File: config.mk
export PLATFORM = sky130hd
export DESIGN_NAME = dfc_comp_top
export DESIGN_NICKNAME = d
export VERILOG_FILES = /design/src/dfc_pkg.sv /design/src/dfc_apb_regs.sv /design/src/dfc_comp_top.sv /design/src/dfc_dob_filter.sv
export SDC_FILE = /design/constraint.sdc
export NUM_CORES = 1
export LEC_CHECK = 0
export BUFFER_PORTS_ARGS = -buffer_cell sky130_fd_sc_hd__buf_4
export CAP_MARGIN = 20
export CORE_ASPECT_RATIO = 0.75
export CORE_MARGIN = 1.5
export CORE_UTILIZATION = 34
export CTS_CLUSTER_DIAMETER = 120
export DETAILED_ROUTE_END_ITERATION = 6
export PLACE_DENSITY_LB_ADDON = 0.2
export REMOVE_ABC_BUFFERS = 1
export SETUP_SLACK_MARGIN = 0.1
export SKIP_LAST_GASP = 1
export SLEW_MARGIN = 10
export SYNTH_ARGS = -nofsm -noshare
export SYNTH_HDL_FRONTEND = slang
export SYNTH_SLANG_ARGS = --single-unit
File: constraint.sdc
create_clock -name clk_sys -period 9.9 [get_ports clk_sys]
set_clock_uncertainty 0.05 [all_clocks]
set_input_delay 0.99 -clock clk_sys [delete_from_list [all_inputs] [get_ports clk_sys]]
set_output_delay 0.99 -clock clk_sys [all_outputs]
set_load 0.1 [all_outputs]
File: src/dfc_pkg.sv
// Purpose: Shared constants and types for the disturbance/friction compensation stage
// Assumes: One clock, control cycle marked by a one-cycle enable
// Notes: Register indices are word indices; byte address is four times the index
package dfc_pkg;
  // ****************************************
  // Register map
  // ****************************************
  localparam logic [15:0] DFC_IDX_TUNE = 16'h3002;   // Realtime autotuning setting
  localparam logic [15:0] DFC_IDX_UNBAL = 16'h3607;  // Unbalanced-load offset
  localparam logic [15:0] DFC_IDX_POSF = 16'h3608;   // Positive friction offset
  localparam logic [15:0] DFC_IDX_NEGF = 16'h3609;   // Negative friction offset
  localparam logic [15:0] DFC_IDX_FX = 16'h3610;     // Function expansion bits
  localparam logic [15:0] DFC_IDX_GAIN = 16'h3623;   // Observer gain
  localparam logic [15:0] DFC_IDX_FILT = 16'h3624;   // Observer filter time
  localparam logic [15:0] DFC_IDX_STAT = 16'h3700;   // Status, read only
  localparam logic [15:0] DFC_REG_RST = 16'h0000;    // Reset value of all registers
  // ****************************************
  // Field positions
  // ****************************************
  localparam int unsigned DFC_FX_ISO = 0;       // Speed observer enable
  localparam int unsigned DFC_FX_DOB_EN = 1;    // Disturbance observer enable
  localparam int unsigned DFC_FX_G1_ONLY = 2;   // Apply only with gain set 1
  localparam int unsigned DFC_ST_DOB = 0;       // Status: observer active
  localparam int unsigned DFC_ST_HOLD = 1;      // Status: holding for first command
  localparam int unsigned DFC_ST_APPLY = 2;     // Status: observer output applied
  localparam int unsigned DFC_GAIN_FRAC = 8;    // Gain is unsigned, 8 fraction bits
  localparam int unsigned DFC_ACC_FRAC = 16;    // Filter accumulator fraction bits
  // ****************************************
  // Types
  // ****************************************
  typedef enum logic [1:0] {
    DFC_MODE_POS = 2'b00,
    DFC_MODE_SPD = 2'b01,
    DFC_MODE_FRC = 2'b10,
    DFC_MODE_OTH = 2'b11
  } dfc_mode_t;
  typedef enum logic [1:0] {
    DFC_PC_IDLE = 2'b00,
    DFC_PC_HOLD = 2'b01,
    DFC_PC_RUN = 2'b10
  } dfc_pc_t;
  typedef struct packed {
    dfc_mode_t mode;      // Active control mode
    logic servo_on;       // Servo energised
    logic pole_est_busy;  // Pole position estimation running
    logic gain1_sel;      // First gain set selected
  } dfc_drive_t;
  typedef struct packed {
    logic [15:0] tune;
    logic [15:0] unbal;
    logic [15:0] posf;
    logic [15:0] negf;
    logic [15:0] fx;
    logic [15:0] gain;
    logic [15:0] filt;
  } dfc_cfg_t;
  // Word index match against a byte address
  function automatic logic dfc_hit(input logic [15:0] addr, input logic [15:0] idx);
    return addr == {idx[13:0], 2'b00};
  endfunction
  // Clamp a wide signed value into 16 bits
  function automatic logic signed [15:0] dfc_sat(input logic signed [35:0] v);
    if (v > 36'sd32767) return 16'sh7FFF;
    if (v < -36'sd32768) return 16'sh8000;
    return v[15:0];
  endfunction
endpackage

File: src/dfc_apb_regs.sv
// Purpose: APB slave holding the compensation settings
// Assumes: Zero wait state after the setup cycle
// Notes: Unmapped addresses answer with pslverr and read zero
`timescale 1ns/10ps
module dfc_apb_regs (
  input wire logic clk_sys,                  // System clock
  input wire logic srst,                     // Synchronous reset
  input wire logic psel,                     // APB select
  input wire logic penable,                  // APB enable
  input wire logic pwrite,                   // APB direction
  input wire logic [15:0] paddr,             // APB byte address
  input wire logic [31:0] pwdata,            // APB write data
  output logic [31:0] prdata,                // APB read data
  output logic pready,                       // APB ready
  output logic pslverr,                      // APB error
  output dfc_pkg::dfc_cfg_t cfg,             // Settings to the datapath
  input wire logic [15:0] status             // Live status
);
  import dfc_pkg::*;
  // ****************************************
  // Decode
  // ****************************************
  logic setup; // First cycle of a transfer
  logic wr_go; // Write commits this edge
  logic mapped; // Address names a register
  logic [15:0] rd_d; // Read value chosen in setup
  assign setup = psel & ~penable;
  assign wr_go = psel & penable & pready & pwrite;
  always_comb begin
    mapped = 1'b1;
    rd_d = 16'h0000;
    if (dfc_hit(paddr, DFC_IDX_TUNE)) rd_d = cfg.tune;
    else if (dfc_hit(paddr, DFC_IDX_UNBAL)) rd_d = cfg.unbal;
    else if (dfc_hit(paddr, DFC_IDX_POSF)) rd_d = cfg.posf;
    else if (dfc_hit(paddr, DFC_IDX_NEGF)) rd_d = cfg.negf;
    else if (dfc_hit(paddr, DFC_IDX_FX)) rd_d = cfg.fx;
    else if (dfc_hit(paddr, DFC_IDX_GAIN)) rd_d = cfg.gain;
    else if (dfc_hit(paddr, DFC_IDX_FILT)) rd_d = cfg.filt;
    else if (dfc_hit(paddr, DFC_IDX_STAT)) rd_d = status;
    else mapped = 1'b0;
  end
  // Answer is prepared in setup so pready and data come from flops
  always_ff @(posedge clk_sys) begin
    if (srst) begin
      pready <= 1'b0;
      pslverr <= 1'b0;
      prdata <= 32'h0000_0000;
    end else begin
      pready <= setup;
      pslverr <= setup & ~mapped;
      prdata <= (setup & ~pwrite) ? {16'h0000, rd_d} : 32'h0000_0000;
    end
  end
  // Writes land at the access edge; status is read only
  always_ff @(posedge clk_sys) begin
    if (srst) begin
      cfg <= {7{DFC_REG_RST}};
    end else if (wr_go) begin
      if (dfc_hit(paddr, DFC_IDX_TUNE)) cfg.tune <= pwdata[15:0];
      if (dfc_hit(paddr, DFC_IDX_UNBAL)) cfg.unbal <= pwdata[15:0];
      if (dfc_hit(paddr, DFC_IDX_POSF)) cfg.posf <= pwdata[15:0];
      if (dfc_hit(paddr, DFC_IDX_NEGF)) cfg.negf <= pwdata[15:0];
      if (dfc_hit(paddr, DFC_IDX_FX)) cfg.fx <= pwdata[15:0];
      if (dfc_hit(paddr, DFC_IDX_GAIN)) cfg.gain <= pwdata[15:0];
      if (dfc_hit(paddr, DFC_IDX_FILT)) cfg.filt <= pwdata[15:0];
    end
  end
endmodule // dfc_apb_regs

File: src/dfc_comp_top.sv
// Purpose: Force-command compensation stage: disturbance observer and friction offsets
// Assumes: Inputs are synchronous to clk_sys; ctrl_ce marks the control cycle
// Notes: Output updates once per control cycle, one cycle after ctrl_ce
//
// The APB register port was decided locally.
`timescale 1ns/10ps
module dfc_comp_top (
  input wire logic clk_sys,                  // System clock, 100 MHz
  input wire logic srst,                     // Synchronous reset, high
  input wire logic ctrl_ce,                  // Control-cycle enable pulse
  input dfc_pkg::dfc_drive_t drive_st,       // Mode and servo state
  input wire logic pcmd_valid,               // Position command this cycle
  input wire logic signed [31:0] pcmd_delta, // Position command amount
  input wire logic signed [15:0] force_in,   // Force command before compensation
  input wire logic signed [15:0] dist_est,   // Raw disturbance estimate
  input wire logic psel,                     // APB select
  input wire logic penable,                  // APB enable
  input wire logic pwrite,                   // APB direction
  input wire logic [15:0] paddr,             // APB byte address
  input wire logic [31:0] pwdata,            // APB write data
  output logic [31:0] prdata,                // APB read data
  output logic pready,                       // APB ready
  output logic pslverr,                      // APB error
  output logic signed [15:0] force_out,      // Compensated force command
  output logic signed [15:0] unbal_comp,     // Unbalanced-load term in use
  output logic signed [15:0] fric_comp,      // Friction term in use
  output logic dob_active                    // Observer running
);
  import dfc_pkg::*;

  // ****************************************
  // Settings
  // ****************************************
  dfc_cfg_t cfg; // Registers from the bus slave
  logic [15:0] status; // Live status word
  logic dob_apply; // Observer output allowed
  logic signed [15:0] dob_comp; // Filtered, scaled estimate

  // Bus slave holds every setting
  dfc_apb_regs u_regs (
    .clk_sys(clk_sys),
    .srst(srst),
    .psel(psel),
    .penable(penable),
    .pwrite(pwrite),
    .paddr(paddr),
    .pwdata(pwdata),
    .prdata(prdata),
    .pready(pready),
    .pslverr(pslverr),
    .cfg(cfg),
    .status(status)
  );

  // ****************************************
  // Observer gating
  // ****************************************
  logic mode_ok; // Position or speed control
  logic dob_d; // Next observer state
  logic dob_q; // Observer running

  // Mode decode; unused code counts as not allowed
  always_comb begin
    unique case (drive_st.mode)
      DFC_MODE_POS: mode_ok = 1'b1;
      DFC_MODE_SPD: mode_ok = 1'b1;
      DFC_MODE_FRC: mode_ok = 1'b0;
      default: mode_ok = 1'b0;
    endcase
  end

  // All conditions must hold at once
  always_comb begin
    dob_d = mode_ok & drive_st.servo_on;
    dob_d = dob_d & (cfg.tune == 16'h0000);
    dob_d = dob_d & ~cfg.fx[DFC_FX_ISO];
    dob_d = dob_d & ~drive_st.pole_est_busy;
    dob_d = dob_d & cfg.fx[DFC_FX_DOB_EN];
  end

  // Registered so the filter sees one clean level
  always_ff @(posedge clk_sys) begin
    if (srst) begin
      dob_q <= 1'b0;
    end else begin
      dob_q <= dob_d;
    end
  end

  // Gain-set restriction only when bit two is set
  assign dob_apply = ~cfg.fx[DFC_FX_G1_ONLY] | drive_st.gain1_sel;

  // Lag filter and gain stage
  dfc_dob_filter u_filt (
    .clk_sys(clk_sys),
    .srst(srst),
    .ce(ctrl_ce),
    .active(dob_q),
    .apply(dob_apply),
    .est_in(dist_est),
    .filt_time(cfg.filt),
    .gain(cfg.gain),
    .comp(dob_comp)
  );

  // ****************************************
  // Position command tracking
  // ****************************************
  dfc_pc_t pc_q; // Command tracking state
  dfc_pc_t pc_d; // Next tracking state
  logic servo_q; // Servo state last cycle
  logic servo_rise; // Servo just turned on
  logic pcmd_nz; // Non-zero command present
  logic in_pos; // Position control now

  assign in_pos = (drive_st.mode == DFC_MODE_POS);
  assign servo_rise = drive_st.servo_on & ~servo_q;
  // A zero command carries no direction
  assign pcmd_nz = pcmd_valid & (pcmd_delta != 32'sh0000_0000);

  // Edge detect on servo state
  always_ff @(posedge clk_sys) begin
    if (srst) begin
      servo_q <= 1'b0;
    end else begin
      servo_q <= drive_st.servo_on;
    end
  end

  // Hold from servo-on until the first command in position control
  always_comb begin
    pc_d = pc_q;
    unique case (pc_q)
      DFC_PC_IDLE: begin
        if (in_pos && servo_rise) pc_d = DFC_PC_HOLD;
        else if (in_pos && pcmd_nz) pc_d = DFC_PC_RUN;
      end
      DFC_PC_HOLD: begin
        if (!in_pos || !drive_st.servo_on) pc_d = DFC_PC_IDLE;
        else if (pcmd_nz) pc_d = DFC_PC_RUN;
      end
      DFC_PC_RUN: begin
        if (!in_pos) pc_d = DFC_PC_IDLE;
        else if (servo_rise) pc_d = DFC_PC_HOLD;
      end
      default: pc_d = DFC_PC_IDLE;
    endcase
  end

  // State register
  always_ff @(posedge clk_sys) begin
    if (srst) begin
      pc_q <= DFC_PC_IDLE;
    end else begin
      pc_q <= pc_d;
    end
  end

  // ****************************************
  // Friction compensation
  // ****************************************
  logic signed [15:0] unbal_d; // Next unbalanced term
  logic signed [15:0] fric_d; // Next friction term

  // Mode decides what each term becomes; position mode only moves on a command
  always_comb begin
    unbal_d = unbal_comp;
    fric_d = fric_comp;
    unique case (drive_st.mode)
      DFC_MODE_FRC: begin
        unbal_d = 16'sh0000;
        fric_d = 16'sh0000;
      end
      DFC_MODE_SPD: begin
        unbal_d = $signed(cfg.unbal);
        fric_d = 16'sh0000;
      end
      DFC_MODE_POS: begin
        // Between commands the last values stand; during hold nothing moves
        if (pcmd_nz) begin
          unbal_d = $signed(cfg.unbal);
          if (!pcmd_delta[31]) fric_d = $signed(cfg.posf);
          else fric_d = $signed(cfg.negf);
        end
      end
      default: begin
        unbal_d = $signed(cfg.unbal);
        fric_d = 16'sh0000;
      end
    endcase
  end

  // Commands may arrive between control cycles, so position updates are not gated
  always_ff @(posedge clk_sys) begin
    if (srst) begin
      unbal_comp <= 16'sh0000;
      fric_comp <= 16'sh0000;
    end else if (ctrl_ce || pcmd_nz) begin
      unbal_comp <= unbal_d;
      fric_comp <= fric_d;
    end
  end

  // ****************************************
  // Output sum
  // ****************************************
  logic signed [35:0] sum; // Wide sum, no wrap

  // Observer term is already zero when inactive
  assign sum = 36'(force_in) + 36'(unbal_comp) + 36'(fric_comp) - 36'(dob_comp);

  // Saturating output, refreshed each control cycle
  always_ff @(posedge clk_sys) begin
    if (srst) begin
      force_out <= 16'sh0000;
    end else if (ctrl_ce) begin
      force_out <= dfc_sat(sum);
    end
  end

  // Observer flag is a second flop of dob_d, in step with dob_q
  always_ff @(posedge clk_sys) begin
    if (srst) begin
      dob_active <= 1'b0;
    end else begin
      dob_active <= dob_d;
    end
  end

  // ****************************************
  // Status
  // ****************************************
  // Software sees gating and hold state without touching the datapath
  always_comb begin
    status = 16'h0000;
    status[DFC_ST_DOB] = dob_q;
    status[DFC_ST_HOLD] = (pc_q == DFC_PC_HOLD);
    status[DFC_ST_APPLY] = dob_q & dob_apply;
  end
endmodule // dfc_comp_top

File: src/dfc_dob_filter.sv
// Purpose: Lag filter and gain for the disturbance force estimate
// Assumes: ce is one cycle per control cycle
// Notes: Filter shift is the bit length of the time setting, capped at 15
`timescale 1ns/10ps
module dfc_dob_filter (
  input wire logic clk_sys,                  // System clock
  input wire logic srst,                     // Synchronous reset
  input wire logic ce,                       // Control-cycle enable
  input wire logic active,                   // Observer running
  input wire logic apply,                    // Output may be applied
  input wire logic signed [15:0] est_in,     // Raw disturbance estimate
  input wire logic [15:0] filt_time,         // Filter time setting
  input wire logic [15:0] gain,              // Gain setting
  output logic signed [15:0] comp            // Scaled compensation
);
  import dfc_pkg::*;
  logic signed [31:0] acc_q; // Filter state, 16 fraction bits
  logic signed [31:0] diff; // Input minus state
  logic [3:0] shift; // Lag strength
  logic signed [33:0] prod; // Filtered times gain
  // Bit length of the setting; smaller setting, less lag
  always_comb begin
    shift = 4'd0;
    for (int i = 0; i < 16; i++) begin
      if (filt_time[i]) shift = (i > 14) ? 4'd15 : 4'(i + 1);
    end
  end
  assign diff = 32'(({{16{est_in[15]}}, est_in} <<< DFC_ACC_FRAC) - acc_q);
  // Filter runs only while active and restarts from zero
  always_ff @(posedge clk_sys) begin
    if (srst) begin
      acc_q <= 32'sh0000_0000;
    end else if (!active) begin
      acc_q <= 32'sh0000_0000;
    end else if (ce) begin
      acc_q <= acc_q + (diff >>> shift);
    end
  end
  // Integer part taken as signed, so a negative estimate keeps its sign through the gain
  assign prod = 34'($signed(acc_q[31:16]) * $signed({1'b0, gain}));
  // Gain scaling; zero unless running and allowed to apply
  always_ff @(posedge clk_sys) begin
    if (srst) begin
      comp <= 16'sh0000;
    end else if (!(active && apply)) begin
      comp <= 16'sh0000;
    end else if (ce) begin
      comp <= dfc_sat(36'(prod >>> DFC_GAIN_FRAC));
    end
  end
endmodule // dfc_dob_filter

# Word level (Yosys, flattened, before mapping)
# Cells that the tools add are included.
# totals
ff_bits	246
word_cells	164
# op_classes
addsub	5
mul	1
n_lt_le_gt_ge	4
eq_ne	16
shifts	1
mux	69
bitwise_logic	25
reduce_logical	24
# ops
operator	n
$mux W16	19
$eq A16 B16 Y1 const B	8
$mux W4	15
$mul A16 B17 Y33	1
$add A32 B32 Y32	1
$pmux W16 S2	1
$reduce_bool A32 Y1	1
$sshr A32 B4 Y32	1
$sub A32 B32 Y32	1
$mux W1	26
$gt A25 B16 Y1 const B	1
$lt A25 B16 Y1 const B	1
$gt A19 B16 Y1 const B	1
$lt A19 B16 Y1 const B	1
$sub A18 B16 Y19	1
$add A17 B16 Y18	1
$add A16 B16 Y17	1
$logic_not A16 Y1	1
$reduce_and A2 Y1	8
$and A1 B1 Y1	14
$mux W2	6
$not A1 Y1	10
$ne A3 B3 Y1 const B	3
$reduce_or A2 Y1	4
11 further kinds	18

# Depth between registers and ports, before layout
# depth
ltp_word	18
ltp_mapped	26
ltp_nobuf	23

# Hierarchy
# A second synthesis with hierarchy kept.
# unflattened
hier_cells	3126
hier_area_um2	25396.9
# by_module_without_submodules
mod	instances	cells_each	area_per_inst_um2	seq_area_each_um2
dfc_dob_filter	1	1875	15150.8	960.9
dfc_apb_regs	1	752	5957.0	2602.5
dfc_comp_top	1	499	4289.1	1041.0

# Worst setup path before layout
# No wires, ideal clock.
# synth_timing
path_kind	flip-flop to flip-flop
start	register u_filt.acc_q[25]
end	register u_filt.comp[10]
setup_time_ns	0.134
arrival_time_ns	6.828
t_required_ns	9.716
slack_ns	2.889
path_stages_with_launch	25
path_buffers	3
period_less_slack_ns	7.011
path_cell_list	dfxtp_1 > clkbuf_1 > clkbuf_1 > nand2_1 > fa_1 > inv_1 > fa_1 > fa_1 > fa_1 > fa_1 > inv_1 > fa_1 > inv_1 > ha_1 > a21o_1 > a211oi_1 > a21o_1 > nand2_1 > o211a_1 > o311ai_0 > nand4_1 > a2111o_1 > o32ai_4 > buf_6 > o22ai_1
# synth_between
elab_chain_cells	9
elab_cells_between_ends	15
classes_between	mul: 1; order compare: 2; mux: 12
# synth_rtl
item	line	text
start, declared	dfc_dob_filter.sv:17	logic signed [31:0] acc_q;
start signal, assigned	dfc_dob_filter.sv:36	acc_q <= acc_q + (diff >>> shift);
$mul A16 B17 Y33 (*)	dfc_dob_filter.sv:40	assign prod = 34'($signed(acc_q[31:16]) * $signed({1'b0, gain}));
$lt A25 B16 Y1	dfc_pkg.sv:64	if (v < -36'sd32768) return 16'sh8000;
$mux W1 (2 in series)	dfc_pkg.sv:64	
$mux W1	dfc_dob_filter.sv:47	end else if (ce) begin
$mux W1	dfc_dob_filter.sv:45	end else if (!(active && apply)) begin
$mux W1	dfc_dob_filter.sv:43	if (srst) begin
$mux W16	dfc_pkg.sv:65	return v[15:0];
$mux W16 (*)	dfc_pkg.sv:64	
end signal, assigned	dfc_dob_filter.sv:48	comp <= dfc_sat(36'(prod >>> DFC_GAIN_FRAC));
end, declared	dfc_dob_filter.sv:14	output logic signed [15:0] comp
# Every way passes the cells marked *; elsewhere a longest branch is shown, timed or not. The select of a mux whose other input is x is not followed.
# A chain may end at the register's enable or synchronous reset.

# Worst setup path in the final report
# layout_timing
start	register, netlist name u_regs.cfg[22]
end	register u_filt.comp[7]
# layout_between
elab_chain_cells	9
elab_cells_between_ends	15
classes_between	mul: 1; order compare: 2; mux: 12
# layout_rtl
item	line
$mul A16 B17 Y33 (*)	dfc_dob_filter.sv:40
$lt A25 B16 Y1	dfc_pkg.sv:64
$mux W1 (2 in series)	dfc_pkg.sv:64
$mux W1	dfc_dob_filter.sv:47
$mux W1	dfc_dob_filter.sv:45
$mux W1	dfc_dob_filter.sv:43
$mux W16	dfc_pkg.sv:65
$mux W16 (*)	dfc_pkg.sv:64
# Marks and branches as above.

==> flow_metrics.tcl <==
set metrics [dict create \
    status "completed" \
    clkTransAtPathRegs_ns 0.06 \
    timing.rr.end "u_filt.comp[7]" \
    yosysWarnings 0 \
    rsz0062_at_grt "false" \
    place_hpwl_mm 60.2 \
    synth_edf_count 0 \
    drt_wl_total_mm 78.2 \
    routedWlPerCell_um 19.6 \
    post-cts-setup-buffers 0 \
    fmaxAchievable_ghz 0.124 \
    worstMarginPinSlew_ns 1.08 \
    hold_viol_final 0 \
    root_buffer "clkbuf_16" \
    slew_violations 0 \
    critical_path.max_fanout 18 \
    clock_path_buffers 3 \
    comb_power_share 0.180 \
    p_leak_uw 0.0123 \
    overflow 0 \
    n_antenna_cell 0 \
    reg2reg_slack_ns 1.83 \
    p_per_area_mw_per_mm2 88.8 \
    vias_per_cell 5.34 \
    period_share 0.815 \
    core-area_mm2 0.0690 \
    holdPathEnd "u_regs.cfg[38]" \
    grt_pass1_wl_mm 123 \
    max-vdd-ir-drop_uv 122 \
    syn_to_final_growth_pct 12.5 \
    start_util 0.346 \
    required_ns 10.28 \
    ys_ff_latch 230 \
    slew_headroom 0.282 \
    cp.arrival_ns 8.45 \
    die_h_um 233 \
    cts_buffers 26 \
    dieWidth_um 309 \
    yosysTopAreaCell "dfxtp_1" \
    io_pins 207 \
    antenna_found_initial 1 \
    dieArea_mm2 0.0719 \
    htree_levels 1 \
    min_from "u_regs.cfg[38]" \
    drv_cap 0 \
    clock_power_share 0.426 \
    rows 83 \
    setup_violations 0 \
    whs_ns 0.407 \
    async_flop_share 0 \
    r2r-start "u_regs.cfg[22]" \
    vias 21300 \
    grt_start_max_net_pins 75 \
    synth_area_leaders "dfxtp_1 (19%), fa_1 (19%), ha_1 (9.6%)" \
    power_uw 2390 \
    setup_tns_ns 0 \
    syn_inst 2952 \
    cts_tree "built" \
    synth_cell_type_count 82 \
    p_int_uw 1640 \
    grt_pass1_vias 21500 \
    end_kind "flop" \
    dr.first_iter.drc_count 2092 \
    critPathLaunchType "flop" \
    gp_congestion 0.876 \
    drive_gt1_frac 0.103 \
    p_seq_frac 0.395 \
    sw_frac_of_total 0.312 \
    drc 0 \
    groute.usage.overall 0.220 \
    synth_top_cell_area_share 0.193 \
    ys_seq_area_frac 0.193 \
    clkLatencyLatePin_ns 0.59 \
    cts_resized 0 \
    synth_area_mm2 0.0239 \
    ant_nets 0 \
    p_sw_uw 745 \
    holdPathStages 2 \
    first_pass_iters 6 \
    hp-class "flop to flop" \
    fin_crit_ns 8.07 \
    synth.avg_cell_area_um2 8.09 \
    cts_hold_buf 0 \
    synthFlopType "dfxtp_1" \
    nets 3559 \
    r2r_cells 21 \
    numPortBuffers 174 \
    utilization 0.390 \
    path_class "flop to flop" \
    cts_sinks 230 \
]
==> cell families after synthesis <==
family	Yosys count	share of synthesized area
fa+ha+maj	412	0.287
flops	230	0.193
xor+xnor	77	0.0282
simple gates	980	0.193
buf+inv	533	0.0867
other cells	1	0.000157
mux	100	0.0438
compound gates	619	0.168
==> cells in the mapped netlist, types with 41 or more instances <==
library cell and instances:
inv_1 352, nor2_1 178, nand2_1 422, clkbuf_1 148
a21oi_1 227, fa_1 227, o22ai_1 41, nor3_1 41
a21o_1 45, and2_1 131, o21ai_0 83, nand3_1 47
mux2i_1 63, xnor2_1 53, ha_1 184, dfxtp_1 230
==> area by class of cell <==
cell class                      count  area, um^2
Multi-Input combinational cell   2204       17300
Sequential cell                   230        4600
Tap cell                          935        1170
Clock inverter                     13         161
Fill cell                        7152       42100
Timing Repair Buffer              209        1590
Clock buffer                       35         714
Inverter                          353        1330
==> cells in the final DEF, fill, tap and decap left out, types with 19 or more instances in the layout <==
cell / n
mux2i_1: 63
inv_1: 352
xnor2_1: 53
dfxtp_1: 230
ha_1: 184
and2_1: 131
nand4_1: 19
fa_1: 227
nand2b_1: 31
a21o_1: 45
o21ai_0: 82
nor3_1: 41
clkbuf_16: 26
a22oi_1: 22
o211ai_1: 23
buf_4: 208
a222oi_1: 28
nor2_1: 178
nand2_1: 422
nor2b_1: 20
nand3_1: 47
a211oi_1: 24
xor2_1: 24
mux2_2: 37
a21oi_1: 227
o22ai_1: 41
==> worst max-delay path by stage <==
stage / from / end / slack [ns]
4_1_cts: u_regs.cfg[22] / u_filt.comp[13] / 1.88
2_1_floorplan: u_filt.acc_q[30] / u_filt.comp[0] / 3.07
5_1_grt: u_regs.cfg[22] / u_filt.comp[5] / 1.47
3_5_place_dp: u_regs.cfg[22] / u_filt.comp[13] / 1.96
6_report: u_regs.cfg[22] / u_filt.comp[7] / 1.83
3_3_place_gp: u_regs.cfg[22] / u_filt.comp[11] / 2.08
==> through the flow <==
stage / setup slack [ns] / instances / cell area, um^2
2_1_floorplan: 3.07 / 2787 / 23200
3_3_place_gp: 2.08 / 3930 / 26000
3_5_place_dp: 1.96 / 3930 / 26000
4_1_cts: 1.88 / 3978 / 26800
5_1_grt: 1.47 / 3979 / 26900
6_report: 1.83 / 3979 / 26900
==> worst max-delay path, stage by stage, from the launching register on <==
cell      delay [ns]
dfxtp_1         0.94
nand2_1         0.20
fa_1            0.60
inv_1           0.07
fa_1            0.52
fa_1            0.46
fa_1            0.54
fa_1            0.56
inv_1           0.08
fa_1            0.58
inv_1           0.05
ha_1            0.36
a21o_1          0.19
a211oi_1        0.33
a21o_1          0.24
nand2_1         0.13
o211a_1         0.22
o311ai_0        0.41
nand4_1         0.15
a2111o_1        0.41
o32ai_4         0.62
o22ai_1         0.19
==> state kept, by name, indices dropped and copies added (netlist names), 2 cells and up <==
| register | cells |
|---|---|
| u_filt.acc_q | 32 |
| pc_q | 2 |
| u_regs.prdata | 16 |
| fric_comp | 16 |
| u_regs.cfg | 112 |
| u_filt.comp | 16 |
| force_out | 16 |
| unbal_comp | 16 |
==> metal layers <==
layer	up-vias	GRT usage	routed length [um]
met5	-	0	0
met3	71	0.0456	6640
met2	821	0.335	33300
met4	0	0.0378	1220
li1	10100	-	-
met1	10300	0.320	37000
==> power groups by stage <==
stage	registers (uW)	clock network, uW	logic, uW
floorplan	1030	0	211
finish	942	1020	429
global route	943	1070	461
global placement	962	0	418
detailed placement	963	0	423
CTS	942	1030	425
Note: power is estimated with default switching activity, not from simulation.
